--- src/hw/srs_pkg.sv ---
// Package with the status-reporting constants shared by the design files.
`default_nettype none
package srs_pkg;
   // ****************************************************************
   // Status byte layout.
   // ****************************************************************
   localparam int SB_W         = 8;
   localparam int SB_BUSY      = 0;
   localparam int SB_LIST_RUN  = 1;
   localparam int SB_ERRQ      = 2;
   localparam int SB_QS_SUM    = 3;
   localparam int SB_MAV       = 4;
   localparam int SB_ESB       = 5;
   localparam int SB_MSS       = 6;
   localparam int SB_OP_SUM    = 7;
   // ****************************************************************
   // Standard event register layout.
   // ****************************************************************
   localparam int ESR_OPC      = 0;
   localparam int ESR_QYE      = 2;
   localparam int ESR_DDE      = 3;
   localparam int ESR_EXE      = 4;
   localparam int ESR_CME      = 5;
   localparam int NUM_PROC     = 3;
   // ****************************************************************
   // Reset values and answer codes.
   // ****************************************************************
   localparam logic [7:0] SRM_RESET   = 8'h00;
   localparam logic [7:0] ESE_RESET   = 8'h00;
   localparam logic [7:0] ESR_RESET   = 8'h00;
   localparam logic [7:0] SRM_WR_MASK = 8'hBF;
   localparam logic [7:0] ASCII_ZERO  = 8'h30;
   localparam logic [7:0] ASCII_ONE   = 8'h31;
   localparam logic [7:0] BYTE_ZERO   = 8'h00;
   // Kind of answer last placed in the output queue.
   typedef enum logic [2:0] {
      SRS_ANS_NONE = 3'b000,
      SRS_ANS_OPC  = 3'b001,
      SRS_ANS_SB   = 3'b010,
      SRS_ANS_ESR  = 3'b011,
      SRS_ANS_SRM  = 3'b100,
      SRS_ANS_ESE  = 3'b101,
      SRS_ANS_POLL = 3'b110
   } srs_ans_t;
endpackage
`default_nettype wire

--- src/hw/srs_stat_if.sv ---
// Interface carrying status conditions, masks and summaries between the design modules.
`default_nettype none
interface srs_stat_if;
   logic [7:0] cond;     // Status byte with bits 5 and 6 zero.
   logic [7:0] esr;
   logic [7:0] ese;
   logic [7:0] srm;
   logic       esb;
   logic       mss;
   logic [7:0] sbyte;    // Status byte with bit 6 = master summary.
   modport top (output cond, output esr, output ese, output srm,
                input esb, input mss, input sbyte);
   modport sum (input cond, input esr, input ese, input srm,
                output esb, output mss, output sbyte);
endinterface
`default_nettype wire

--- src/hw/srs_summary.sv ---
// Combinational summary logic: event summary, master summary and status byte.
`default_nettype none
module srs_summary
   import srs_pkg::*;
(
   srs_stat_if.sum st
);
   // ****************************************************************
   // Summaries.
   // ****************************************************************
   logic [7:0] with_esb;

   // Enabled event bits are ORed into the event summary.
   always_comb begin
      st.esb   = |(st.esr & st.ese);
      with_esb = st.cond;
      with_esb[SB_ESB] = st.esb;
      with_esb[SB_MSS] = 1'b0;
      // Bit 6 of the mask never takes part, so only true causes count.
      st.mss   = |(with_esb & st.srm & SRM_WR_MASK);
      st.sbyte = with_esb;
      st.sbyte[SB_MSS] = st.mss;
   end
endmodule
`default_nettype wire

--- src/hw/srs_status_core.sv ---
// Status-reporting and operation-complete logic with status byte and service request.
`default_nettype none
// Notes on behaviour
// - Operation-complete command clears event bit 0; set only when all work finishes.
// - Operation-complete query answers ASCII 0 while work pending, ASCII 1 when done.
// - Completion declared only when all three processors report idle.
// - Operation-complete command never stalls the command parser.
// - Status byte bits: op sum, mss/rqs, esb, mav, qs sum, errq, list, busy.
// - Service mask takes 0 to 255; bit 6 ignored on write.
// - Enabled status byte bits ORed into bit 6.
// - Serial poll clears request bit; master summary follows its condition.
// - Status byte query returns byte with master summary, changes nothing.
// - Serial poll returns byte with request bit in bit 6, then clears it.
// - Service mask query returns the stored mask.
// - Master summary high while any enabled cause remains, low otherwise.
// - Enabled event register bits ORed into event summary bit 5.
// - Event register query returns contents then clears them.
module srs_status_core
   import srs_pkg::*;
(
   // Clock and reset.
   input  wire logic                clk_sys_in,
   input  wire logic                sys_rst_in,
   // Decoded commands and queries, one-cycle pulses from the parser.
   input  wire logic                cmd_opc_in,
   input  wire logic                qry_opc_in,
   input  wire logic                cmd_cls_in,
   input  wire logic                qry_sb_in,
   input  wire logic                qry_esr_in,
   input  wire logic                cmd_srm_in,
   input  wire logic                qry_srm_in,
   input  wire logic                cmd_ese_in,
   input  wire logic                qry_ese_in,
   input  wire logic                serial_poll_in,
   input  wire logic [SB_W-1:0]     cmd_data_in,
   // Event pulses and condition levels from the instrument.
   input  wire logic [NUM_PROC-1:0] proc_idle_in,
   input  wire logic                ev_cmd_err_in,
   input  wire logic                ev_exe_err_in,
   input  wire logic                ev_dev_err_in,
   input  wire logic                ev_qry_err_in,
   input  wire logic                operation_summary_in,
   input  wire logic                questionable_summary_in,
   input  wire logic                error_queue_flag_in,
   input  wire logic                list_running_in,
   input  wire logic                busy_in,
   // Output queue, one byte deep.
   input  wire logic                resp_take_in,
   output logic [SB_W-1:0]          resp_data_out,
   output logic                     resp_valid_out,
   // Status and service request line (open drain).
   output logic [SB_W-1:0]          status_byte_out,
   output logic                     srq_line_out,
   output logic                     srq_oe_n_out,
   output logic                     cmd_ready_out
);
   // ****************************************************************
   // State.
   // ****************************************************************
   logic [7:0] srm_q;
   logic [7:0] ese_q;
   logic [7:0] esr_q;
   logic [7:0] esr_d;
   logic       opc_pending_q;
   logic       rqs_q;
   logic       mss_prev_q;
   logic       all_idle;
   logic       opc_done;
   logic [7:0] resp_q;
   logic       resp_valid_q;
   logic [7:0] sbyte_q;
   srs_ans_t   ans_q;
   srs_stat_if st ();

   srs_summary u_summary (
      .st (st)
   );

   // ****************************************************************
   // Summary inputs.
   // ****************************************************************
   // Message available comes from the queue flop, bit 6 is filled later.
   always_comb begin
      st.cond                 = BYTE_ZERO;
      st.cond[SB_BUSY]        = busy_in;
      st.cond[SB_LIST_RUN]    = list_running_in;
      st.cond[SB_ERRQ]        = error_queue_flag_in;
      st.cond[SB_QS_SUM]      = questionable_summary_in;
      st.cond[SB_MAV]         = resp_valid_q;
      st.cond[SB_OP_SUM]      = operation_summary_in;
      st.esr                  = esr_q;
      st.ese                  = ese_q;
      st.srm                  = srm_q;
   end

   // Completion needs every processor idle at once.
   assign all_idle = &proc_idle_in;
   assign opc_done = opc_pending_q && all_idle && !cmd_opc_in;

   // ****************************************************************
   // Operation complete tracking.
   // ****************************************************************
   // A fresh command restarts the wait; clear status abandons it.
   always_ff @(posedge clk_sys_in) begin
      if (sys_rst_in) begin
         opc_pending_q <= 1'b0;
      end else if (cmd_opc_in) begin
         opc_pending_q <= 1'b1;
      end else if (opc_done || cmd_cls_in) begin
         opc_pending_q <= 1'b0;
      end
   end

   // ****************************************************************
   // Standard event register.
   // ****************************************************************
   // New events are ORed in after the read clear, so a same-cycle event
   // survives the query that clears the register.
   always_comb begin
      esr_d = esr_q;
      if (qry_esr_in || cmd_cls_in) begin
         esr_d = ESR_RESET;
      end
      if (cmd_opc_in) begin
         esr_d[ESR_OPC] = 1'b0;
      end
      esr_d[ESR_OPC] = esr_d[ESR_OPC] | opc_done;
      esr_d[ESR_CME] = esr_d[ESR_CME] | ev_cmd_err_in;
      esr_d[ESR_EXE] = esr_d[ESR_EXE] | ev_exe_err_in;
      esr_d[ESR_DDE] = esr_d[ESR_DDE] | ev_dev_err_in;
      esr_d[ESR_QYE] = esr_d[ESR_QYE] | ev_qry_err_in;
   end

   always_ff @(posedge clk_sys_in) begin
      if (sys_rst_in) begin
         esr_q <= ESR_RESET;
      end else begin
         esr_q <= esr_d;
      end
   end

   // ****************************************************************
   // Enable masks.
   // ****************************************************************
   // Bit 6 of the service mask is forced to zero whatever is written.
   always_ff @(posedge clk_sys_in) begin
      if (sys_rst_in) begin
         srm_q <= SRM_RESET;
      end else if (cmd_srm_in) begin
         srm_q <= cmd_data_in & SRM_WR_MASK;
      end
   end

   always_ff @(posedge clk_sys_in) begin
      if (sys_rst_in) begin
         ese_q <= ESE_RESET;
      end else if (cmd_ese_in) begin
         ese_q <= cmd_data_in;
      end
   end

   // ****************************************************************
   // Request for service.
   // ****************************************************************
   // The request is raised by a new reason (rising master summary) and
   // dropped only by a poll; a new reason in the poll cycle wins.
   always_ff @(posedge clk_sys_in) begin
      if (sys_rst_in) begin
         mss_prev_q <= 1'b0;
         rqs_q      <= 1'b0;
      end else begin
         mss_prev_q <= st.mss;
         if (st.mss && !mss_prev_q) begin
            rqs_q <= 1'b1;
         end else if (serial_poll_in) begin
            rqs_q <= 1'b0;
         end
      end
   end

   // Open-drain line: pulled low while a request stands.
   always_ff @(posedge clk_sys_in) begin
      if (sys_rst_in) begin
         srq_oe_n_out <= 1'b1;
      end else begin
         srq_oe_n_out <= !(rqs_q || (st.mss && !mss_prev_q));
      end
   end

   // ****************************************************************
   // Output queue.
   // ****************************************************************
   // One answer per cycle; the parser issues one query at a time, the
   // poll wins if it coincides. A new answer overwrites an unread one.
   always_ff @(posedge clk_sys_in) begin
      if (sys_rst_in) begin
         resp_q       <= BYTE_ZERO;
         resp_valid_q <= 1'b0;
         ans_q        <= SRS_ANS_NONE;
      end else if (serial_poll_in) begin
         resp_q       <= {st.sbyte[SB_OP_SUM], rqs_q, st.sbyte[SB_ESB:0]};
         resp_valid_q <= 1'b1;
         ans_q        <= SRS_ANS_POLL;
      end else if (qry_opc_in) begin
         // Pending work answers zero; without a prior command it is one.
         resp_q       <= (opc_pending_q && !opc_done) ? ASCII_ZERO : ASCII_ONE;
         resp_valid_q <= 1'b1;
         ans_q        <= SRS_ANS_OPC;
      end else if (qry_sb_in) begin
         resp_q       <= st.sbyte;
         resp_valid_q <= 1'b1;
         ans_q        <= SRS_ANS_SB;
      end else if (qry_esr_in) begin
         resp_q       <= esr_q;
         resp_valid_q <= 1'b1;
         ans_q        <= SRS_ANS_ESR;
      end else if (qry_srm_in) begin
         resp_q       <= srm_q;
         resp_valid_q <= 1'b1;
         ans_q        <= SRS_ANS_SRM;
      end else if (qry_ese_in) begin
         resp_q       <= ese_q;
         resp_valid_q <= 1'b1;
         ans_q        <= SRS_ANS_ESE;
      end else if (resp_take_in) begin
         resp_valid_q <= 1'b0;
         ans_q        <= SRS_ANS_NONE;
      end
   end

   // ****************************************************************
   // Registered outputs.
   // ****************************************************************
   // The parser is never held off, also while completion is pending.
   always_ff @(posedge clk_sys_in) begin
      if (sys_rst_in) begin
         sbyte_q       <= BYTE_ZERO;
         cmd_ready_out <= 1'b0;
      end else begin
         sbyte_q       <= st.sbyte;
         cmd_ready_out <= 1'b1;
      end
   end

   assign resp_data_out   = resp_q;
   assign resp_valid_out  = resp_valid_q;
   assign status_byte_out = sbyte_q;
   assign srq_line_out    = 1'b0;
endmodule
`default_nettype wire

--- config.mk ---
export PLATFORM = sky130hd
export DESIGN_NAME = srs_status_core
export DESIGN_NICKNAME = d
export VERILOG_FILES = /design/src/hw/srs_pkg.sv /design/src/hw/srs_stat_if.sv /design/src/hw/srs_summary.sv /design/src/hw/srs_status_core.sv
export SDC_FILE = /design/constraint.sdc
export NUM_CORES = 1
export LEC_CHECK = 0
export ABC_CLOCK_PERIOD_IN_PS = 1510
export BUFFER_PORTS_ARGS = -buffer_cell sky130_fd_sc_hd__buf_2
export CAP_MARGIN = 20
export CORE_MARGIN = 4
export CORE_UTILIZATION = 50
export DETAILED_ROUTE_END_ITERATION = 12
export PLACE_DENSITY = 0.77
export SLEW_MARGIN = 20
export SYNTH_ARGS = -nofsm -noshare
export SYNTH_HDL_FRONTEND = slang
export SYNTH_HIERARCHICAL = 1
export SYNTH_SLANG_ARGS = --single-unit
--- constraint.sdc ---
create_clock -name clk_sys_in -period 1.51 [get_ports clk_sys_in]
set_input_delay 0.2265 -clock clk_sys_in [delete_from_list [all_inputs] [get_ports clk_sys_in]]
set_output_delay 0.2265 -clock clk_sys_in [all_outputs]
set_load 0.02 [all_outputs]
Word level (Yosys, flattened, before mapping). Index checks and enable logic that the tools add are counted.

Bits of input ports: 33. Register bits after elaboration: 42. Output and inout bits: 20.

Bitwise operators: 7. Mux-type cells: 21. Reductions and logical operators: 18.

Operator list (count): $mux 8 (6); $mux 1 (14); $and 6x8->8 (1); $and 8x8->8 (1); $reduce_or 8->1 (1); $reduce_bool 7->1 (1); $reduce_or 7->1 (1); $mux 6 (1); $reduce_bool 6->1 (1); $or 1x1->1 (5); $logic_and 1x1->1 (4); $logic_not 1->1 (4); $reduce_bool 2->1 (2); $logic_or 1x1->1 (3); $reduce_and 3->1 (1).

Logic depth before layout (Yosys ltp).
Depth in word-level cells: 8. Mapped depth: 7.

Hierarchy. Netlist, hierarchy kept.

By module, submodules not included: srs_status_core (cells an instance 178, area an instance 1680.4 µm², times used 1); srs_summary (cells an instance 18, area an instance 157.7 µm², times used 1).

Worst setup path before layout. OpenSTA, ideal clock, no wires.

Path kind: reg-to-reg. Start: register resp_valid_q, in the netlist resp_valid_out. End: register resp_q[6], in the netlist resp_data_out[6]. Arrival: 1.278 ns. Stages on the path, launching flop included: 8. Required time: 1.432 ns. Buffers on the path: 1. Setup time: 0.078 ns. Clock period less this slack: 1.356 ns. Setup slack: 0.154 ns. Path through: dfxtp_1 -> a22oi_1 -> nand3_1 -> a21o_1 -> buf_4 -> a21oi_1 -> o311a_1 -> nor3_1.

Word-level cells in the longest chain between the ends: 5.

Ends and longest elaborated chain: start: declaration (line srs_status_core.sv:70) `logic resp_valid_q;`; start signal: assignment (line srs_status_core.sv:198) `resp_valid_q <= 1'b0;`; start signal: assignment (line srs_status_core.sv:202) `resp_valid_q <= 1'b1;`; start signal: assignment (line srs_status_core.sv:207) `resp_valid_q <= 1'b1;`; $and 8x8->8 (line srs_summary.sv:20) `st.mss = |(with_esb & st.srm & SRM_WR_MASK);`; $reduce_or 7->1 (line srs_summary.sv:20); named net st.mss (line srs_stat_if.sv:9) `logic mss;`; $mux 8 (line srs_status_core.sv:209) `end else if (qry_sb_in) begin`; $mux 8 (line srs_status_core.sv:204) `end else if (qry_opc_in) begin`; $mux 8 (line srs_status_core.sv:200) `end else if (serial_poll_in) begin`; end signal: assignment (line srs_status_core.sv:201) `resp_q <= {st.sbyte[SB_OP_SUM], rqs_q, st.sbyte[SB_ESB:0]};`; end signal: assignment (line srs_status_core.sv:206) `resp_q <= (opc_pending_q && !opc_done) ? ASCII_ZERO : ASCII_ONE;`; end signal: assignment (line srs_status_core.sv:210) `resp_q <= st.sbyte;`; end: declaration (line srs_status_core.sv:69) `logic [7:0] resp_q;`.

The timed path passes the listed nets, and every way through them passes these cells. A chain may end at the register's enable or synchronous reset.

Worst setup path in the final report.
Start: register esr_q[2]. End: register resp_q[6], in the netlist resp_data_out[6].

Word-level cells in the longest chain between the ends: 7.

Ends and longest elaborated chain: start: declaration (line srs_status_core.sv:62) `logic [7:0] esr_q;`; start signal: assignment (line srs_status_core.sv:138) `esr_q <= esr_d;`; $and 6x8->8 (line srs_summary.sv:15) `st.esb = |(st.esr & st.ese);`; $reduce_or 8->1 (line srs_summary.sv:15); named net st.esb (line srs_stat_if.sv:8) `logic esb;`; $and 8x8->8 (line srs_summary.sv:20); $reduce_or 7->1 (line srs_summary.sv:20); named net st.mss (line srs_stat_if.sv:9); $mux 8 (line srs_status_core.sv:209); $mux 8 (line srs_status_core.sv:204); $mux 8 (line srs_status_core.sv:200).

The timed path passes the listed nets, and every way through them passes these cells.

==> flow_metrics.env <==
export IMPL_total_power_w=0.00246
export IMPL_worstPathBufferInverterCount=0
export IMPL_setup_viol=0
export IMPL_synth_seq_area_share=0.457
export IMPL_syn_avg_cell_area_um2=9.38
export IMPL_grt_overflow=0
export IMPL_hpwl_um=3160
export IMPL_critPathMaxFanout=4
export IMPL_grt_pass1_vias=1402
export IMPL_synth_edf_count=0
export IMPL_core_area_mm2=0.00344
export IMPL_num_rows=21
export IMPL_post_dp_cell_area_mm2=0.00211
export IMPL_finalCritPeriodShare=0.927
export IMPL_die_area_mm2=0.00471
export IMPL_post_route_min_period_ps=1400
export IMPL_final_fill_count=292
export IMPL_cp_top_family="compound AO/OA/AOI/OAI gates"
export IMPL_slew_viol_final=0
export IMPL_die_y_um=68.6
export IMPL_crit_chain="a22oi_2, nand4_2, a21o_1, a21oi_1, o311a_1, nor3_1"
export IMPL_clk_pin_slew_worst_paths_ps=80
export IMPL_synth_flop_cell="dfxtp_1"
export IMPL_crit_arrival_ps=1590
export IMPL_drive_above_1_share=0.310
export IMPL_vdd_ir_drop_max_uv=759
export IMPL_dieWidth_um=68.6
export IMPL_rsz0062_at_grt="no"
export IMPL_post_drt_wl_per_cell_um=13.9
export IMPL_h_tree_depth=2
export IMPL_syn_area_mm2=0.00184
export IMPL_synth_async_reset_ratio=0
export IMPL_outcome="finished, final reports clean"
export IMPL_drt_wl_total_um=4080
export IMPL_ant_nets=0
export IMPL_drtIter0Drc=98
export IMPL_gp_congestion=0.855
export IMPL_synth_cells=196
export IMPL_diodes=0
export IMPL_holdWs_ps=138
export IMPL_antenna_found_initial=0
export IMPL_initial_core_util=0.534
export IMPL_grt_pass1_wl_um=6480
export IMPL_cpMaxStageDelayCell="dfxtp_1"
export IMPL_hold_viol=0
export IMPL_clock_path_buffers=2
export IMPL_yosys_register_bits=42
export IMPL_grt_max_degree=25
export IMPL_clock_latency_ps=300
export IMPL_holdBufCountCts=0
export IMPL_slowest_delay_ps=340
export IMPL_vias_per_cell=5.15
export IMPL_seqCellArea_um2=841
export IMPL_grt_usage=0.187
export IMPL_root_buffer="clkbuf_8"
export IMPL_start_kind="flop"
export IMPL_io_buffers=51
export IMPL_synth_distinct_cells=37
export IMPL_drt_pass1_iterations=4
export IMPL_clock_fmax_ghz=0.714
export IMPL_nets=280
export IMPL_vias=1513
export IMPL_final_area_mm2=0.00222
export IMPL_ios=53
export IMPL_worstHoldPathType="in -> reg"
export IMPL_ys_warn_count=6
export IMPL_skew_ps=8.93
export IMPL_worstSetupPathType="reg -> reg"
export IMPL_fin_tns_setup_ps=0
export IMPL_p_per_area_mw_per_mm2=1110
export IMPL_post_route_util=0.644
export IMPL_cts_made_buffers=5
export IMPL_cts_tree="yes"
export IMPL_drv_cap=0
export IMPL_multi_input_area_um2=867
export IMPL_areaGrowthSynthToFinish_pct=20.6
export IMPL_drcViolationCount=0
export IMPL_leakagePower_nw=1.02
export IMPL_required_ps=1700
export IMPL_clock_sinks=42
export IMPL_end_kind="flop"
## layout by cell type, fill, tap and decap left out
cell,instances
nor3_1,1
or2_2,1
clkbuf_1,1
nand2b_1,2
nor2_1,32
a211oi_1,2
a21o_1,1
a22oi_1,6
conb_1,4
nand2_1,9
nand3_1,1
nor4_4,1
o211ai_1,2
a21oi_2,1
nand4b_1,1
o21ai_0,10
a2111oi_0,1
o311a_1,1
nor4b_2,1
a22oi_2,4
o21bai_1,1
o21ai_1,1
dfxtp_1,42
nand4_2,1
a311oi_1,1
buf_2,51
mux2i_1,21
buf_4,10
bufinv_16,1
a32oi_1,1
clkinvlp_4,1
a21oi_1,9
nor2b_1,12
o31ai_1,2
and2_1,1
nand3b_1,1
clkbuf_8,5
or3_1,2
inv_1,3
## cell type report
type                    instances  area share
well taps                      46      0.0260
repair buffers                 61       0.149
clock buffers                   6      0.0327
multi-input cells             134       0.391
inverters                       3     0.00508
clock inverters                 2      0.0169
flip-flops and latches         42       0.379
## report_power, final
group	internal (W)	total, W	switching (W)
logic	0.000162	0.000371	0.000209
clock network	0.000493	0.000868	0.000375
registers	0.00118	0.00122	0.0000438
total	0.00184	0.00246	0.000628
## cell usage after synthesis (2+ instances only)
master / number / area share
mux2i_1: 21 / 0.11
or3_1: 2 / 0.0068
buf_2: 2 / 0.0054
a211oi_1: 2 / 0.0082
buf_6: 2 / 0.012
o211ai_1: 2 / 0.0082
nor2b_1: 12 / 0.041
a22oi_1: 6 / 0.025
a21oi_1: 9 / 0.025
o21ai_0: 11 / 0.030
inv_1: 3 / 0.0061
nand2b_1: 2 / 0.0068
buf_4: 10 / 0.041
nor2_1: 32 / 0.065
dfxtp_1: 42 / 0.46
o31ai_1: 2 / 0.0082
nand2_1: 9 / 0.018
a22oi_2: 4 / 0.027
clkbuf_1: 5 / 0.010
## per-stage QoR
| step | std cells | setup slack (ps) |
|---|---|---|
| global route | 294 | 30.8 |
| finish | 294 | 110 |
| detailed placement | 286 | 96.1 |
| global placement | 286 | 106 |
| CTS | 294 | 94.2 |
| floorplan | 199 | 154 |
## worst paths after layout
check	from	endpoint	slack, ps	cells past startpoint
max	esr_q[2]	resp_data_out[6]	110	6
min	ev_exe_err_in	esr_q[4]	140	3
max reg2reg	esr_q[2]	resp_data_out[6]	110	6
min reg2reg	resp_data_out[2]	resp_data_out[2]	450	2
## worst register-to-register path: stages (launching register included)
cell	delay (ps)
dfxtp_1	340
a22oi_2	200
nand4_2	150
a21o_1	230
a21oi_1	150
o311a_1	170
nor3_1	50
## registers in the layout (all words and copies together), names as in the netlist
name,cells
resp_data_out,8
srm_q,7
ese_q,8
mss_prev_q,1
status_byte_out,8
resp_valid_out,1
srq_oe_n_out,1
rqs_q,1
opc_pending_q,1
esr_q,5
cmd_ready_out,1
## cell families (layout without fill, tap and decap cells)
family,after synthesis,in the layout,share of synthesized area
and+or+nand+nor,66,66,0.186
DFF,42,42,0.457
muxes,21,21,0.114
other,1,4,0.00204
AOI/OAI and AO/OA,43,43,0.163
buffers and inverters,23,72,0.0769
## timing repair
action / 4_1_cts / 5_1_grt
gates resized for setup: 0 / 1
setup buffers: 0 / 0
endpoints found under the hold margin: 0 / 0
setup endpoints to repair: 0 / 1
## metal layers
metal | wire (um) | global-route usage | up-vias | part of all wire
met2 | 2000 | 0.306 | 51 | 0.49
met4 | 26 | 0.0347 | 0 | 0.0064
met3 | 275 | 0.0632 | 4 | 0.067
met5 | 0 | 0 | - | 0
met1 | 1780 | 0.239 | 688 | 0.44
li1 | - | - | 770 | -
Note: power is estimated with default switching activity, not from simulation.
